==> src/hw/scf_pkg.sv <==
package scf_pkg;

	// ==========================================================
	// Clock, widths and depths
	localparam int CLK_HZ     = 20_000_000;
	localparam int WORD_W     = 8;
	localparam int FIFO_DEPTH = 4;
	localparam int DIV_W      = 7;
	localparam int CNT_W      = 8;
	localparam int ADDR_W     = 8;
	localparam int DATA_W     = 32;

	// ==========================================================
	// Register byte offsets
	localparam logic [ADDR_W-1:0] OFS_CTRL   = 8'h00;
	localparam logic [ADDR_W-1:0] OFS_CFG    = 8'h04;
	localparam logic [ADDR_W-1:0] OFS_DIV    = 8'h08;
	localparam logic [ADDR_W-1:0] OFS_TXDATA = 8'h0c;
	localparam logic [ADDR_W-1:0] OFS_RXDATA = 8'h10;
	localparam logic [ADDR_W-1:0] OFS_STATUS = 8'h14;

	// ==========================================================
	// Field positions
	localparam int CTRL_MASTER_BIT = 2;
	localparam int CTRL_PHASE_BIT  = 3;
	localparam int CFG_POL_BIT     = 6;
	localparam int ST_BUSY_BIT     = 0;
	localparam int ST_FULL_BIT     = 1;
	localparam int ST_EMPTY_BIT    = 2;
	localparam int ST_RXV_BIT      = 3;
	localparam int ST_OVR_BIT      = 4;
	localparam int ST_RATE_BIT     = 5;

	// ==========================================================
	// Rate derivation and limits
	localparam logic [DIV_W-1:0] DIV_SMALL   = 7'h03;
	localparam logic [CNT_W-1:0] RATIO_FIXED = 8'h04;
	localparam logic [3:0]       LAST_EDGE   = 4'hf;
	localparam logic [3:0]       LAST_BIT    = 4'h7;
	localparam logic [3:0]       WORD_BITS   = 4'h8;
	localparam int MAX_TX_HZ    = 25_000_000;
	localparam int MAX_RX_HZ    = 12_500_000;
	localparam int MIN_RATIO_TX = (CLK_HZ + MAX_TX_HZ - 1) / MAX_TX_HZ;
	localparam int MIN_RATIO_RX = (CLK_HZ + MAX_RX_HZ - 1) / MAX_RX_HZ;

	// ==========================================================
	// Types
	typedef struct packed {
		logic             master;
		logic             phase;
		logic             polarity;
		logic [DIV_W-1:0] divisor;
	} scf_cfg_t;

	typedef struct packed {
		logic sclk;
		logic sel_n;
		logic miso;
		logic mosi;
	} scf_pins_t;

	typedef enum logic [1:0] {
		ST_IDLE  = 2'b00,
		ST_LEAD  = 2'b01,
		ST_SHIFT = 2'b10,
		ST_TRAIL = 2'b11
	} scf_state_t;

	// ==========================================================
	// Reset values
	localparam scf_cfg_t  CFG_RST  = '0;
	localparam scf_pins_t PINS_RST = 4'b0100;

	// ==========================================================
	// Shift clock ratio and its two phases
	function automatic logic [CNT_W-1:0] ratio_f(input logic [DIV_W-1:0] d);
		if (d < DIV_SMALL)
			return RATIO_FIXED;
		return CNT_W'(d) + 8'h01;
	endfunction

	function automatic logic [CNT_W-1:0] short_f(input logic [DIV_W-1:0] d);
		return ratio_f(d) >> 1;
	endfunction

	function automatic logic [CNT_W-1:0] long_f(input logic [DIV_W-1:0] d);
		return ratio_f(d) - short_f(d);
	endfunction

endpackage

==> src/hw/scf_fifo.sv <==
`timescale 1ns/1ps

// Depth must be a power of two; pointers wrap naturally
module scf_fifo #(
	parameter int WIDTH = 8,
	parameter int DEPTH = 4
) (
	// Clock and reset
	input  wire logic             core_clk,
	input  wire logic             rst,
	// Fill side
	input  wire logic             in_valid,
	output logic                  in_ready,
	input  wire logic [WIDTH-1:0] in_data,
	// Drain side
	output logic                  out_valid,
	input  wire logic             out_ready,
	output logic [WIDTH-1:0]      out_data
);
	localparam int AW = $clog2(DEPTH);

	logic [WIDTH-1:0] mem_reg [DEPTH];
	logic [AW-1:0]    wr_ptr_reg;
	logic [AW-1:0]    rd_ptr_reg;
	logic [AW:0]      count_reg;
	logic             push;
	logic             pop;

	// ==========================================================
	// Handshakes
	assign in_ready  = (count_reg != (AW+1)'(DEPTH));
	assign out_valid = (count_reg != '0);
	assign out_data  = mem_reg[rd_ptr_reg];
	assign push      = in_valid && in_ready;
	assign pop       = out_valid && out_ready;

	// Storage has no reset; only count decides what is valid
	always_ff @(posedge core_clk)
	begin
		if (push)
			mem_reg[wr_ptr_reg] <= in_data;
	end

	// Pointers and fill level
	always_ff @(posedge core_clk or posedge rst)
	begin
		if (rst)
		begin
			wr_ptr_reg <= '0;
			rd_ptr_reg <= '0;
			count_reg  <= '0;
		end
		else
		begin
			if (push)
				wr_ptr_reg <= wr_ptr_reg + 1'b1;
			if (pop)
				rd_ptr_reg <= rd_ptr_reg + 1'b1;
			if (push && !pop)
				count_reg <= count_reg + 1'b1;
			else if (pop && !push)
				count_reg <= count_reg - 1'b1;
		end
	end
endmodule

==> src/hw/scf_spi_top.sv <==
`timescale 1ns/1ps

module scf_spi_top
	import scf_pkg::*;
(
	// Clock and reset
	input  wire logic              core_clk,
	input  wire logic              rst,
	// APB slave
	input  wire logic              psel,
	input  wire logic              penable,
	input  wire logic              pwrite,
	input  wire logic [ADDR_W-1:0] paddr,
	input  wire logic [DATA_W-1:0] pwdata,
	output logic [DATA_W-1:0]      prdata,
	output logic                   pready,
	output logic                   pslverr,
	// Shift clock pin
	input  wire logic              shift_clock_i,
	output logic                   shift_clock_o,
	output logic                   shift_clock_oe,
	// Select pin, active low
	input  wire logic              select_n_i,
	output logic                   select_n_o,
	output logic                   select_n_oe,
	// Master-out data pin
	input  wire logic              master_out_line_i,
	output logic                   master_out_line_o,
	output logic                   master_out_line_oe,
	// Master-in data pin
	input  wire logic              master_in_line_i,
	output logic                   master_in_line_o,
	output logic                   master_in_line_oe
);
	scf_cfg_t          cfg_reg;
	scf_state_t        state_reg;
	scf_pins_t         sync1_reg, sync2_reg, sync3_reg, flt_reg, flt;
	logic [3:0]        agree;
	logic [CNT_W-1:0]  half_reg, short_len, long_len;
	logic [3:0]        edge_reg, bit_cnt_reg;
	logic              sclk_reg, select_n_reg, loaded_reg;
	logic              sclk_oe_reg, sel_oe_reg, miso_oe_reg;
	logic [WORD_W-1:0] tx_sh_reg, rx_sh_reg, rx_data_reg, tx_data, tx_word;
	logic              rx_valid_reg, overrun_reg, tx_valid, tx_in_ready;
	logic              pready_reg, pslverr_reg;
	logic [DATA_W-1:0] prdata_reg, rd_mux;
	logic              req, tx_wr, acc, push;
	logic              m_tick, m_lead, m_trail, m_finish, m_load;
	logic              s_act, s_chg, s_lead, s_trail, s_load;
	logic              lead_ev, trail_ev, rx_ev, sh_ev, load, pop, din;

	// ==========================================================
	// Pin synchronisers
	// Three stages; a level counts once stages two and three agree
	always_ff @(posedge core_clk or posedge rst)
	begin
		if (rst)
		begin
			sync1_reg <= PINS_RST;
			sync2_reg <= PINS_RST;
			sync3_reg <= PINS_RST;
			flt_reg   <= PINS_RST;
		end
		else
		begin
			sync1_reg <= '{shift_clock_i, select_n_i, master_in_line_i, master_out_line_i};
			sync2_reg <= sync1_reg;
			sync3_reg <= sync2_reg;
			flt_reg   <= flt;
		end
	end
	// No fourth stage: a fourth flop would cost receive margin at ratio eight
	assign agree = ~(sync2_reg ^ sync3_reg);
	assign flt   = scf_pins_t'((flt_reg & ~agree) | (sync3_reg & agree));

	// ==========================================================
	// Edge decoding
	// Phase lengths; software keeps the ratio within rate limits
	assign short_len = short_f(cfg_reg.divisor);
	assign long_len  = long_f(cfg_reg.divisor);
	assign m_tick  = cfg_reg.master && (state_reg == ST_LEAD || state_reg == ST_SHIFT)
	                 && (half_reg == '0);
	assign m_lead  = m_tick && (sclk_reg == cfg_reg.polarity);
	assign m_trail = m_tick && (sclk_reg != cfg_reg.polarity);
	// Slave edges only count while the far master holds select low
	assign s_act   = !cfg_reg.master && !flt.sel_n;
	assign s_chg   = s_act && (flt.sclk != flt_reg.sclk);
	assign s_lead  = s_chg && (flt_reg.sclk == cfg_reg.polarity);
	assign s_trail = s_chg && (flt_reg.sclk != cfg_reg.polarity);
	assign lead_ev  = cfg_reg.master ? m_lead : s_lead;
	assign trail_ev = cfg_reg.master ? m_trail : s_trail;
	// Delayed phase samples on trailing edges, plain phase on leading
	assign rx_ev = cfg_reg.phase ? trail_ev : lead_ev;
	assign sh_ev = cfg_reg.phase ? lead_ev : trail_ev;
	assign din   = cfg_reg.master ? flt.miso : flt.mosi;

	// ==========================================================
	// Word loading
	// Master ends a plain-phase word at the last edge when phases match
	assign m_finish = (state_reg == ST_TRAIL && half_reg == '0)
	                  || (m_tick && edge_reg == LAST_EDGE && !cfg_reg.phase
	                      && long_len == short_len);
	assign m_load = cfg_reg.master && tx_valid
	                && ((state_reg == ST_IDLE) || m_finish);
	// Slave preloads after a full word so a following word starts in time
	assign s_load = !cfg_reg.master
	                && ((flt_reg.sel_n && !flt.sel_n && !loaded_reg)
	                    || (sh_ev && bit_cnt_reg == WORD_BITS));
	assign load    = m_load || s_load;
	assign pop     = load && tx_valid;
	assign tx_word = tx_valid ? tx_data : '0;

	// ==========================================================
	// Shift engine
	// Data moves out only on the edge opposite to sampling
	always_ff @(posedge core_clk or posedge rst)
	begin
		if (rst)
		begin
			tx_sh_reg   <= '0;
			rx_sh_reg   <= '0;
			bit_cnt_reg <= '0;
			loaded_reg  <= 1'b0;
		end
		else if (load)
		begin
			tx_sh_reg   <= tx_word;
			bit_cnt_reg <= '0;
			loaded_reg  <= 1'b1;
		end
		else
		begin
			// First bit already sits on the line; later bits shift
			if (sh_ev && bit_cnt_reg != '0 && bit_cnt_reg != WORD_BITS)
				tx_sh_reg <= tx_sh_reg << 1;
			if (rx_ev && bit_cnt_reg != WORD_BITS)
			begin
				rx_sh_reg   <= {rx_sh_reg[WORD_W-2:0], din};
				bit_cnt_reg <= bit_cnt_reg + 4'h1;
				loaded_reg  <= 1'b0;
			end
		end
	end

	// Received word; a new word beats a read clearing the flag
	always_ff @(posedge core_clk or posedge rst)
	begin
		if (rst)
		begin
			rx_data_reg  <= '0;
			rx_valid_reg <= 1'b0;
			overrun_reg  <= 1'b0;
		end
		else
		begin
			if (acc && !pwrite && paddr == OFS_RXDATA)
				rx_valid_reg <= 1'b0;
			if (acc && pwrite && paddr == OFS_STATUS && pwdata[ST_OVR_BIT])
				overrun_reg <= 1'b0;
			if (rx_ev && bit_cnt_reg == LAST_BIT)
			begin
				rx_data_reg  <= {rx_sh_reg[WORD_W-2:0], din};
				rx_valid_reg <= 1'b1;
				if (rx_valid_reg)
					overrun_reg <= 1'b1;
			end
		end
	end

	// ==========================================================
	// Master sequencer
	// Trades a bit of idle gap for exact half-period select margins
	always_ff @(posedge core_clk or posedge rst)
	begin
		if (rst)
		begin
			state_reg    <= ST_IDLE;
			half_reg     <= '0;
			edge_reg     <= '0;
			sclk_reg     <= 1'b0;
			select_n_reg <= 1'b1;
		end
		else if (!cfg_reg.master)
		begin
			state_reg    <= ST_IDLE;
			sclk_reg     <= cfg_reg.polarity;
			select_n_reg <= 1'b1;
		end
		else
		begin
			unique case (state_reg)
				ST_IDLE:
				begin
					sclk_reg <= cfg_reg.polarity;
					if (tx_valid)
					begin
						select_n_reg <= 1'b0;
						half_reg     <= long_len - 8'h01;
						edge_reg     <= '0;
						state_reg    <= ST_LEAD;
					end
				end
				ST_LEAD, ST_SHIFT:
				begin
					if (m_tick)
					begin
						sclk_reg  <= ~sclk_reg;
						edge_reg  <= edge_reg + 4'h1;
						state_reg <= ST_SHIFT;
						// Non-idle phase is the short one
						half_reg  <= (sclk_reg == cfg_reg.polarity) ?
						             short_len - 8'h01 : long_len - 8'h01;
						if (edge_reg == LAST_EDGE)
						begin
							state_reg <= ST_TRAIL;
							// Hold select half a period past the receiving edge
							half_reg  <= cfg_reg.phase ? long_len - 8'h01 :
							             long_len - short_len - 8'h01;
							if (m_finish)
								state_reg <= ST_IDLE;
						end
					end
					else
						half_reg <= half_reg - 8'h01;
				end
				ST_TRAIL:
				begin
					if (half_reg != '0)
						half_reg <= half_reg - 8'h01;
				end
			endcase
			// Next word waiting keeps select low
			if (m_finish)
			begin
				edge_reg <= '0;
				if (tx_valid)
				begin
					half_reg  <= long_len - 8'h01;
					state_reg <= ST_LEAD;
				end
				else
				begin
					select_n_reg <= 1'b1;
					state_reg    <= ST_IDLE;
				end
			end
		end
	end

	// Clock and select drive enables follow the role bit; master-in drives only as a selected slave
	always_ff @(posedge core_clk or posedge rst)
	begin
		if (rst)
		begin
			sclk_oe_reg <= 1'b0;
			sel_oe_reg  <= 1'b0;
			miso_oe_reg <= 1'b0;
		end
		else
		begin
			sclk_oe_reg <= cfg_reg.master;
			sel_oe_reg  <= cfg_reg.master;
			miso_oe_reg <= s_act;
		end
	end

	assign shift_clock_o      = sclk_reg;
	assign shift_clock_oe     = sclk_oe_reg;
	assign select_n_o         = select_n_reg;
	assign select_n_oe        = sel_oe_reg;
	assign master_out_line_o  = tx_sh_reg[WORD_W-1];
	assign master_out_line_oe = sclk_oe_reg;
	assign master_in_line_o   = tx_sh_reg[WORD_W-1];
	assign master_in_line_oe  = miso_oe_reg;

	// ==========================================================
	// Transmit FIFO
	scf_fifo #(.WIDTH(WORD_W), .DEPTH(FIFO_DEPTH)) u_tx_fifo (
		.core_clk  (core_clk),
		.rst       (rst),
		.in_valid  (push),
		.in_ready  (tx_in_ready),
		.in_data   (pwdata[WORD_W-1:0]),
		.out_valid (tx_valid),
		.out_ready (pop),
		.out_data  (tx_data)
	);

	// ==========================================================
	// APB slave
	// A data write to a full FIFO waits: pready stays low until room
	assign req   = psel && !pready_reg;
	assign tx_wr = pwrite && (paddr == OFS_TXDATA);
	assign acc   = psel && penable && pready_reg;
	assign push  = acc && tx_wr;

	function automatic logic is_mapped(input logic [ADDR_W-1:0] a);
		return a == OFS_CTRL || a == OFS_CFG || a == OFS_DIV
		       || a == OFS_TXDATA || a == OFS_RXDATA || a == OFS_STATUS;
	endfunction

	// Read data, unused bits zero
	always_comb
	begin
		rd_mux = '0;
		unique case (paddr)
			OFS_CTRL:
			begin
				rd_mux[CTRL_MASTER_BIT] = cfg_reg.master;
				rd_mux[CTRL_PHASE_BIT]  = cfg_reg.phase;
			end
			OFS_CFG:    rd_mux[CFG_POL_BIT] = cfg_reg.polarity;
			OFS_DIV:    rd_mux[DIV_W-1:0] = cfg_reg.divisor;
			OFS_RXDATA: rd_mux[WORD_W-1:0] = rx_data_reg;
			OFS_STATUS:
			begin
				rd_mux[ST_BUSY_BIT]  = (state_reg != ST_IDLE) || s_act;
				rd_mux[ST_FULL_BIT]  = !tx_in_ready;
				rd_mux[ST_EMPTY_BIT] = !tx_valid;
				rd_mux[ST_RXV_BIT]   = rx_valid_reg;
				rd_mux[ST_OVR_BIT]   = overrun_reg;
				rd_mux[ST_RATE_BIT]  = ratio_f(cfg_reg.divisor) < CNT_W'(MIN_RATIO_RX);
			end
			default:    rd_mux = '0;
		endcase
	end

	// Answer one cycle after setup, data and error taken then
	always_ff @(posedge core_clk or posedge rst)
	begin
		if (rst)
		begin
			pready_reg  <= 1'b0;
			pslverr_reg <= 1'b0;
			prdata_reg  <= '0;
		end
		else
		begin
			pready_reg  <= req && !(tx_wr && !tx_in_ready);
			pslverr_reg <= req && !is_mapped(paddr);
			if (req)
				prdata_reg <= pwrite ? '0 : rd_mux;
		end
	end

	// Control registers, written at the access edge
	always_ff @(posedge core_clk or posedge rst)
	begin
		if (rst)
			cfg_reg <= CFG_RST;
		else if (acc && pwrite)
		begin
			if (paddr == OFS_CTRL)
			begin
				cfg_reg.master <= pwdata[CTRL_MASTER_BIT];
				cfg_reg.phase  <= pwdata[CTRL_PHASE_BIT];
			end
			if (paddr == OFS_CFG)
				cfg_reg.polarity <= pwdata[CFG_POL_BIT];
			if (paddr == OFS_DIV)
				cfg_reg.divisor <= pwdata[DIV_W-1:0];
		end
	end

	assign prdata  = prdata_reg;
	assign pready  = pready_reg;
	assign pslverr = pslverr_reg;

	// ==========================================================
	// Assertions and their helper counters
	logic             sclk_q_reg;
	logic [CNT_W-1:0] lvl_cnt_reg, sel_low_reg, rcv_cnt_reg, lead_cnt_reg;

	always_ff @(posedge core_clk or posedge rst)
	begin
		if (rst)
		begin
			sclk_q_reg   <= 1'b0;
			lvl_cnt_reg  <= '0;
			sel_low_reg  <= '0;
			rcv_cnt_reg  <= '0;
			lead_cnt_reg <= '0;
		end
		else
		begin
			sclk_q_reg   <= sclk_reg;
			lvl_cnt_reg  <= (sclk_reg != sclk_q_reg) ? 8'h01 : lvl_cnt_reg + 8'h01;
			sel_low_reg  <= select_n_reg ? '0 : sel_low_reg + 8'(sel_low_reg != 8'hff);
			rcv_cnt_reg  <= (m_tick && rx_ev) ? '0 : rcv_cnt_reg + 8'(rcv_cnt_reg != 8'hff);
			lead_cnt_reg <= m_lead ? '0 : lead_cnt_reg + 8'(lead_cnt_reg != 8'hff);
		end
	end
endmodule

==> config.mk <==
export PLATFORM = sky130hd
export DESIGN_NAME = scf_spi_top
export DESIGN_NICKNAME = d
export VERILOG_FILES = /design/src/hw/scf_pkg.sv /design/src/hw/scf_fifo.sv /design/src/hw/scf_spi_top.sv
export SDC_FILE = /design/constraint.sdc
export NUM_CORES = 1
export LEC_CHECK = 0
export ABC_CLOCK_PERIOD_IN_PS = 6600
export BUFFER_PORTS_ARGS = -buffer_cell sky130_fd_sc_hd__buf_2
export CORE_MARGIN = 10
export CORE_UTILIZATION = 24
export DETAILED_ROUTE_END_ITERATION = 10
export SLEW_MARGIN = 20
export SYNTH_ARGS = -nofsm -noshare
export SYNTH_HDL_FRONTEND = slang
export SYNTH_HIERARCHICAL = 1
export SYNTH_SLANG_ARGS = --single-unit
==> constraint.sdc <==
create_clock -name core_clk -period 6.6 [get_ports core_clk]
set_input_delay 0.99 -clock core_clk [delete_from_list [all_inputs] [get_ports core_clk]]
set_output_delay 0.99 -clock core_clk [all_outputs]
set_load 0.005 [all_outputs]
# == Yosys cells after proc, flatten, opt, wreduce, memory -nomap -nowiden ==
# Memory sizes are Yosys's and may differ from the RTL's.
# Index checks and enable logic that the tools add are counted.
# totals
word_cells,234
ff_bits,115
ram_bits,32
in_bits,49
n_memories,1
# mem_list
name,depth,word_bits,read_ports,rd_ports_with_merged_regs,wr,line,text
u_tx_fifo.mem_reg,4,8,1,0,1,scf_fifo.sv:22,logic [WIDTH-1:0] mem_reg [DEPTH];
# op_classes
n_bitwise,8
n_reduce_logical,83
n_eq_ne,26
addsub,13
n_mux,61
order_cmp,2
# ops
cell,n
two-way mux 8 bit,16
logical AND 1 bit,40
two-way mux 1 bit,26
case mux 8 bit (3 select lines),1
subtractor 8 x 1 -> 8 bit (second input constant),3
two-way mux 4 bit,5
equality test 8 x 4 -> 1 bit (second input constant),2
equality test 8 x 5 -> 1 bit (second input constant),2
zero test 8 bit,2
subtractor 8 x 7 -> 8 bit,2
zero test 1 bit,12
!= test 3 bit (second input constant),4
!= test 4 bit (second input constant),3
case mux 2 bit (3 select lines),2
logical OR 1 bit,11
AND reduction 2 bit,5
nonzero test 2 bit,5
adder 4 x 1 -> 4 bit (second input constant),2
adder 7 x 1 -> 8 bit (second input constant),1
bitwise AND 4 bit,2
equality test 4 bit (second input constant),2
equality test 8 x 3 -> 1 bit (second input constant),1
equality test 8 x 7 -> 1 bit,1
< comparator 8 x 2 -> 1 bit (second input constant),1
30 further kinds,42

# == Depth between registers and ports, before layout ==
# logic_depth
word_depth,20
depth_mapped,23

# == By module ==
# Netlist, hierarchy kept.
# modules_own_cells
module,area_per_inst_um2,instances,seq_area_each_um2,cells_per_inst
scf_spi_top,5664.2,1,2108.3,600
scf_fifo,1595.3,1,1136.1,78

# == Worst setup path after synthesis ==
# OpenSTA, ideal clock, no wires.
# synth_path
path_type,register to register
from,reg cfg_reg[2] in the netlist's numbering
to,reg u_tx_fifo.count_reg[1]
synth_period_minus_slack_ns,5.589
required_ns,6.475
path_slack_ns,1.011
arrival_ns,5.464
stages_incl_launch_ff,22
n_path_buf,1
cell_sequence,dfrtp_1 > clkbuf_1 > and4_1 > nand2_1 > xor2_1 > inv_1 > ha_1 > or4b_2 > o2111ai_1 > a211oi_1 > ha_1 > nand4_1 > or4_4 > o311a_4 > or3_1 > and2_1 > nor2_1 > nand2_4 > ha_1 > inv_1 > fa_1 > mux2_2
# synth_via
elab_chain_len,15
elab_cells_between_ends,18
# synth_lines
element,line,text
from (decl),scf_spi_top.sv:35,scf_cfg_t cfg_reg;
< comparator 7 x 2 -> 1 bit,scf_pkg.sv:77,if (d < DIV_SMALL)
two-way mux 1 bit,scf_pkg.sv:77,
two-way mux 8 bit *,scf_pkg.sv:79,return CNT_W'(d) + 8'h01;
subtractor 8 x 7 -> 8 bit,scf_pkg.sv:87,return ratio_f(d) - short_f(d);
equality test 8 x 7 -> 1 bit *,scf_spi_top.sv:102,&& long_len == short_len);
logical AND 1 bit *,scf_spi_top.sv:102,
logical OR 1 bit *,scf_spi_top.sv:101,|| (m_tick && edge_reg == LAST_EDGE && !cfg_reg.phase
logical OR 1 bit *,scf_spi_top.sv:104,&& ((state_reg == ST_IDLE) || m_finish);
logical AND 1 bit *,scf_spi_top.sv:104,
logical OR 1 bit *,scf_spi_top.sv:109,assign load = m_load || s_load;
logical AND 1 bit *,scf_spi_top.sv:110,assign pop = load && tx_valid;
via pop,scf_spi_top.sv:50,"logic lead_ev, trail_ev, rx_ev, sh_ev, load, pop, din;"
logical AND 1 bit *,scf_fifo.sv:35,assign pop = out_valid && out_ready;
zero test 1 bit,scf_fifo.sv:59,if (push && !pop)
logical AND 1 bit,scf_fifo.sv:59,
two-way mux 3 bit / nonzero test 2 bit (equally long branches),-,
to (signal assigned),scf_fifo.sv:60,count_reg <= count_reg + 1'b1;
to (signal assigned),scf_fifo.sv:62,count_reg <= count_reg - 1'b1;
to (decl),scf_fifo.sv:25,logic [AW:0] count_reg;
# The timed path passes the listed nets; every way through them passes the cells marked *.
# A chain may end at the register's enable or synchronous reset.

# == Worst setup path in the final report ==
# layout_path
from,reg cfg_reg[0] in the netlist's numbering
to,reg u_tx_fifo.count_reg[1]
# Same word-level chain as after synthesis.

==> impl_metrics.yaml <==
outcome:
  status: "complete, no violations"
finish:
  finalNonFillerCells: 1128
  final_common_cell: "dfrtp_1"
  seq_area_mm2: 0.00324
  final_cell_mix: "dfrtp_1, nand2_1, nor2_1"
  antenna_cells: 0
  area_growth_pct: 15.6
  nets: 814
  multiInputGateArea_mm2: 0.00368
  stdcell_area_mm2: 0.00839
  fillCellCount: 3099
  drive_gt1_share_pct: 19.5
  largest_reg_flops: 32
drt:
  dr.first_iter.drc_count: 359
  wl_per_cell_um: 14.7
  drt_pre_antenna_iters: 4
  ant_nets: 0
  wirelength_um: 16500
  drc: 0
  num_vias: 5092
  viasPerCell: 4.51
worst_hold_path:
  hold_path.class: "reg2reg"
power_and_ir_drop:
  power_mw: 2.21
  p_per_area_mw_per_mm2: 263
  ir_drop_uv: 177
  p_leak_nw: 3.64
timing:
  skew_ps: 9.71
  rsz0062_at_grt: "no"
  worst_pin_slew_ps: 938
  fmax_mhz: 167
  slew_headroom_pct: 37.5
  setup_tns_ps: 0
  post-route-period-util_pct: 90.5
  setup_slack_ps: 624
  hold_violations: 0
  fin_crit_ps: 5980
  setup-violations-final: 0
  maxSlewViolCount: 0
placement:
  portBuffers: 42
  dp.cells: 1096
  place_area_mm2: 0.00782
  place_ws_ps: 644
  hpwl_um: 12600
  place_congestion: 0.871
job:
  drv_cap: 0
floorplanning:
  core_area_mm2: 0.0297
  die_h_um: 194
  ios: 91
  placementRows: 63
  chipWidth_um: 194
  dieArea_mm2: 0.0376
  start_util_pct: 24.4
grt:
  overflow: 0
  grt_use_total_pct: 8.85
  grt_max_degree: 74
  antenna_found_initial: 0
  use_met3_pct: 2.39
  grt_pass1_wl_um: 27600
  met2_usage_pct: 13.6
  grt_pass1_vias: 5221
  busiest_layer: "met2"
  grtUsageMet1_pct: 11.8
synth:
  postSynthCellCount: 678
  ys_seq_area_share_pct: 44.7
  synth_area_mm2: 0.00726
  synth-edff-count: 32
  synth_seq_cells: 123
  synth-async-reset-ratio_pct: 74.0
  avgSynthCellArea_um2: 10.7
  yosysWarnings: 6
  synth.distinct_cells: 83
  synth_top_flop_cell: "dfrtp_1"
clock_tree:
  clkSinkCount: 123
  post_cts_resize_count: 0
  clkTransAtPathRegs_ps: 60
  cts_buffer_depth: 2
  clk_latency_ps: 420
  cts_hold_buf: 0
  h-tree-depth: 4
  cts_root_buf: "clkbuf_16"
  cts_tree: "built"
  cts_setup_buffers: 0
  cts_made_buffers: 17
setup_path:
  critPathSlowestCell: "fa_1"
  cp-end-kind: "flop"
  crit_chain: "ha_1, inv_1, a31oi_1, inv_1, fa_1, nand2b_1, a2111oi_0, a211oi_1, ha_1, nand4_1, or4_4, o311a_4, or3_1, and2_1, nor2_1, nand2_4, ha_1, inv_1, fa_1, mux2_2"
  critPathMaxFanout: 7
  crit_type: "reg2reg"
  startpoint_type: "flop"
  worstPathRequired_ps: 6900
  crit_path_max_incr_delay_ps: 460
  arrival_ps: 6270
## cells by family after synthesis
| group | after synthesis | share of synthesized area [%] |
|---|---|---|
| AOI/OAI and AO/OA | 120 | 11.4 |
| DFF | 123 | 44.7 |
| xor gates and xnor gates | 40 | 5.14 |
| buffers and inverters | 82 | 5.84 |
| other | 1 | 0.0517 |
| and+or+nand+nor | 203 | 14.2 |
| muxes | 65 | 10.9 |
| adders and majority gates | 44 | 7.65 |
## metal layers
metal  up-vias  wire length (um)
met3        12               871
li1       2479                 -
met4         0               178
met1      2472              7930
met5         -                 0
met2       129              7570
## report_power, final
part	total [mW]	internal (mW)	switching, mW
Sequential	0.951	0.862	0.0891
Combinational	0.373	0.182	0.191
Clock	0.885	0.540	0.344
## stage by stage
step	utilization, %	hold slack [ps]
floorplan	-	331
finish	28.2	348
global route	28.2	353
CTS	28.2	349
detailed placement	26.3	336
global placement	26.3	335
## Yosys cell counts, types with 11 or more instances
library cell | number | area share, %
xor2_1 | 16 | 1.9
buf_4 | 28 | 2.9
mux2i_1 | 22 | 3.0
inv_1 | 35 | 1.8
nor3_1 | 13 | 0.90
edfxtp_1 | 32 | 13
dfrtp_1 | 86 | 30
and2_1 | 11 | 0.95
o21ai_0 | 27 | 1.9
mux2_2 | 27 | 4.2
ha_1 | 38 | 6.5
clkbuf_1 | 14 | 0.72
nand2_1 | 62 | 3.2
a21oi_1 | 25 | 1.7
nor2_1 | 50 | 2.6
nand3_1 | 14 | 0.97
xnor2_1 | 22 | 2.7
## final timing paths
| path | start | endpoint | slack (ps) | cells past startpoint |
|---|---|---|---|---|
| setup / recovery | cfg_reg[0]$_DFFE_PP0P_ | u_tx_fifo/count_reg[1]$_DFFE_PP0P_ | 620 | 20 |
| hold / removal | sync1_reg[1]$_DFF_PP0_ | sync2_reg[1]$_DFF_PP0_ | 350 | 0 |
| setup reg to reg | cfg_reg[0]$_DFFE_PP0P_ | u_tx_fifo/count_reg[1]$_DFFE_PP0P_ | 620 | 20 |
| hold reg to reg | sync1_reg[1]$_DFF_PP0_ | sync2_reg[1]$_DFF_PP0_ | 350 | 0 |
| max in group asynchronous | rst | edge_reg[3]$_DFFE_PP0P_ | 4950 | 3 |
| min in group asynchronous | rst | prdata[6]$_DFFE_PP0P_ | 480 | 2 |
## worst max-delay path, delay by kind of cell (launching register included)
family,cells,cell delay (ps)
compound gates,4,1390
simple gates,7,1730
fa+ha+maj,5,1730
mux,1,260
flops,1,450
buf+inv,3,310
## area by class of cell
class,instances,share of cell area [%]
Inverter,36,1.62
Multi-Input combinational cell,496,43.8
Sequential cell,123,38.6
Tap cell,390,5.81
Clock inverter,13,1.39
Timing Repair Buffer,51,3.31
Clock buffer,19,5.41
Power figures use the tool's default switching activity.
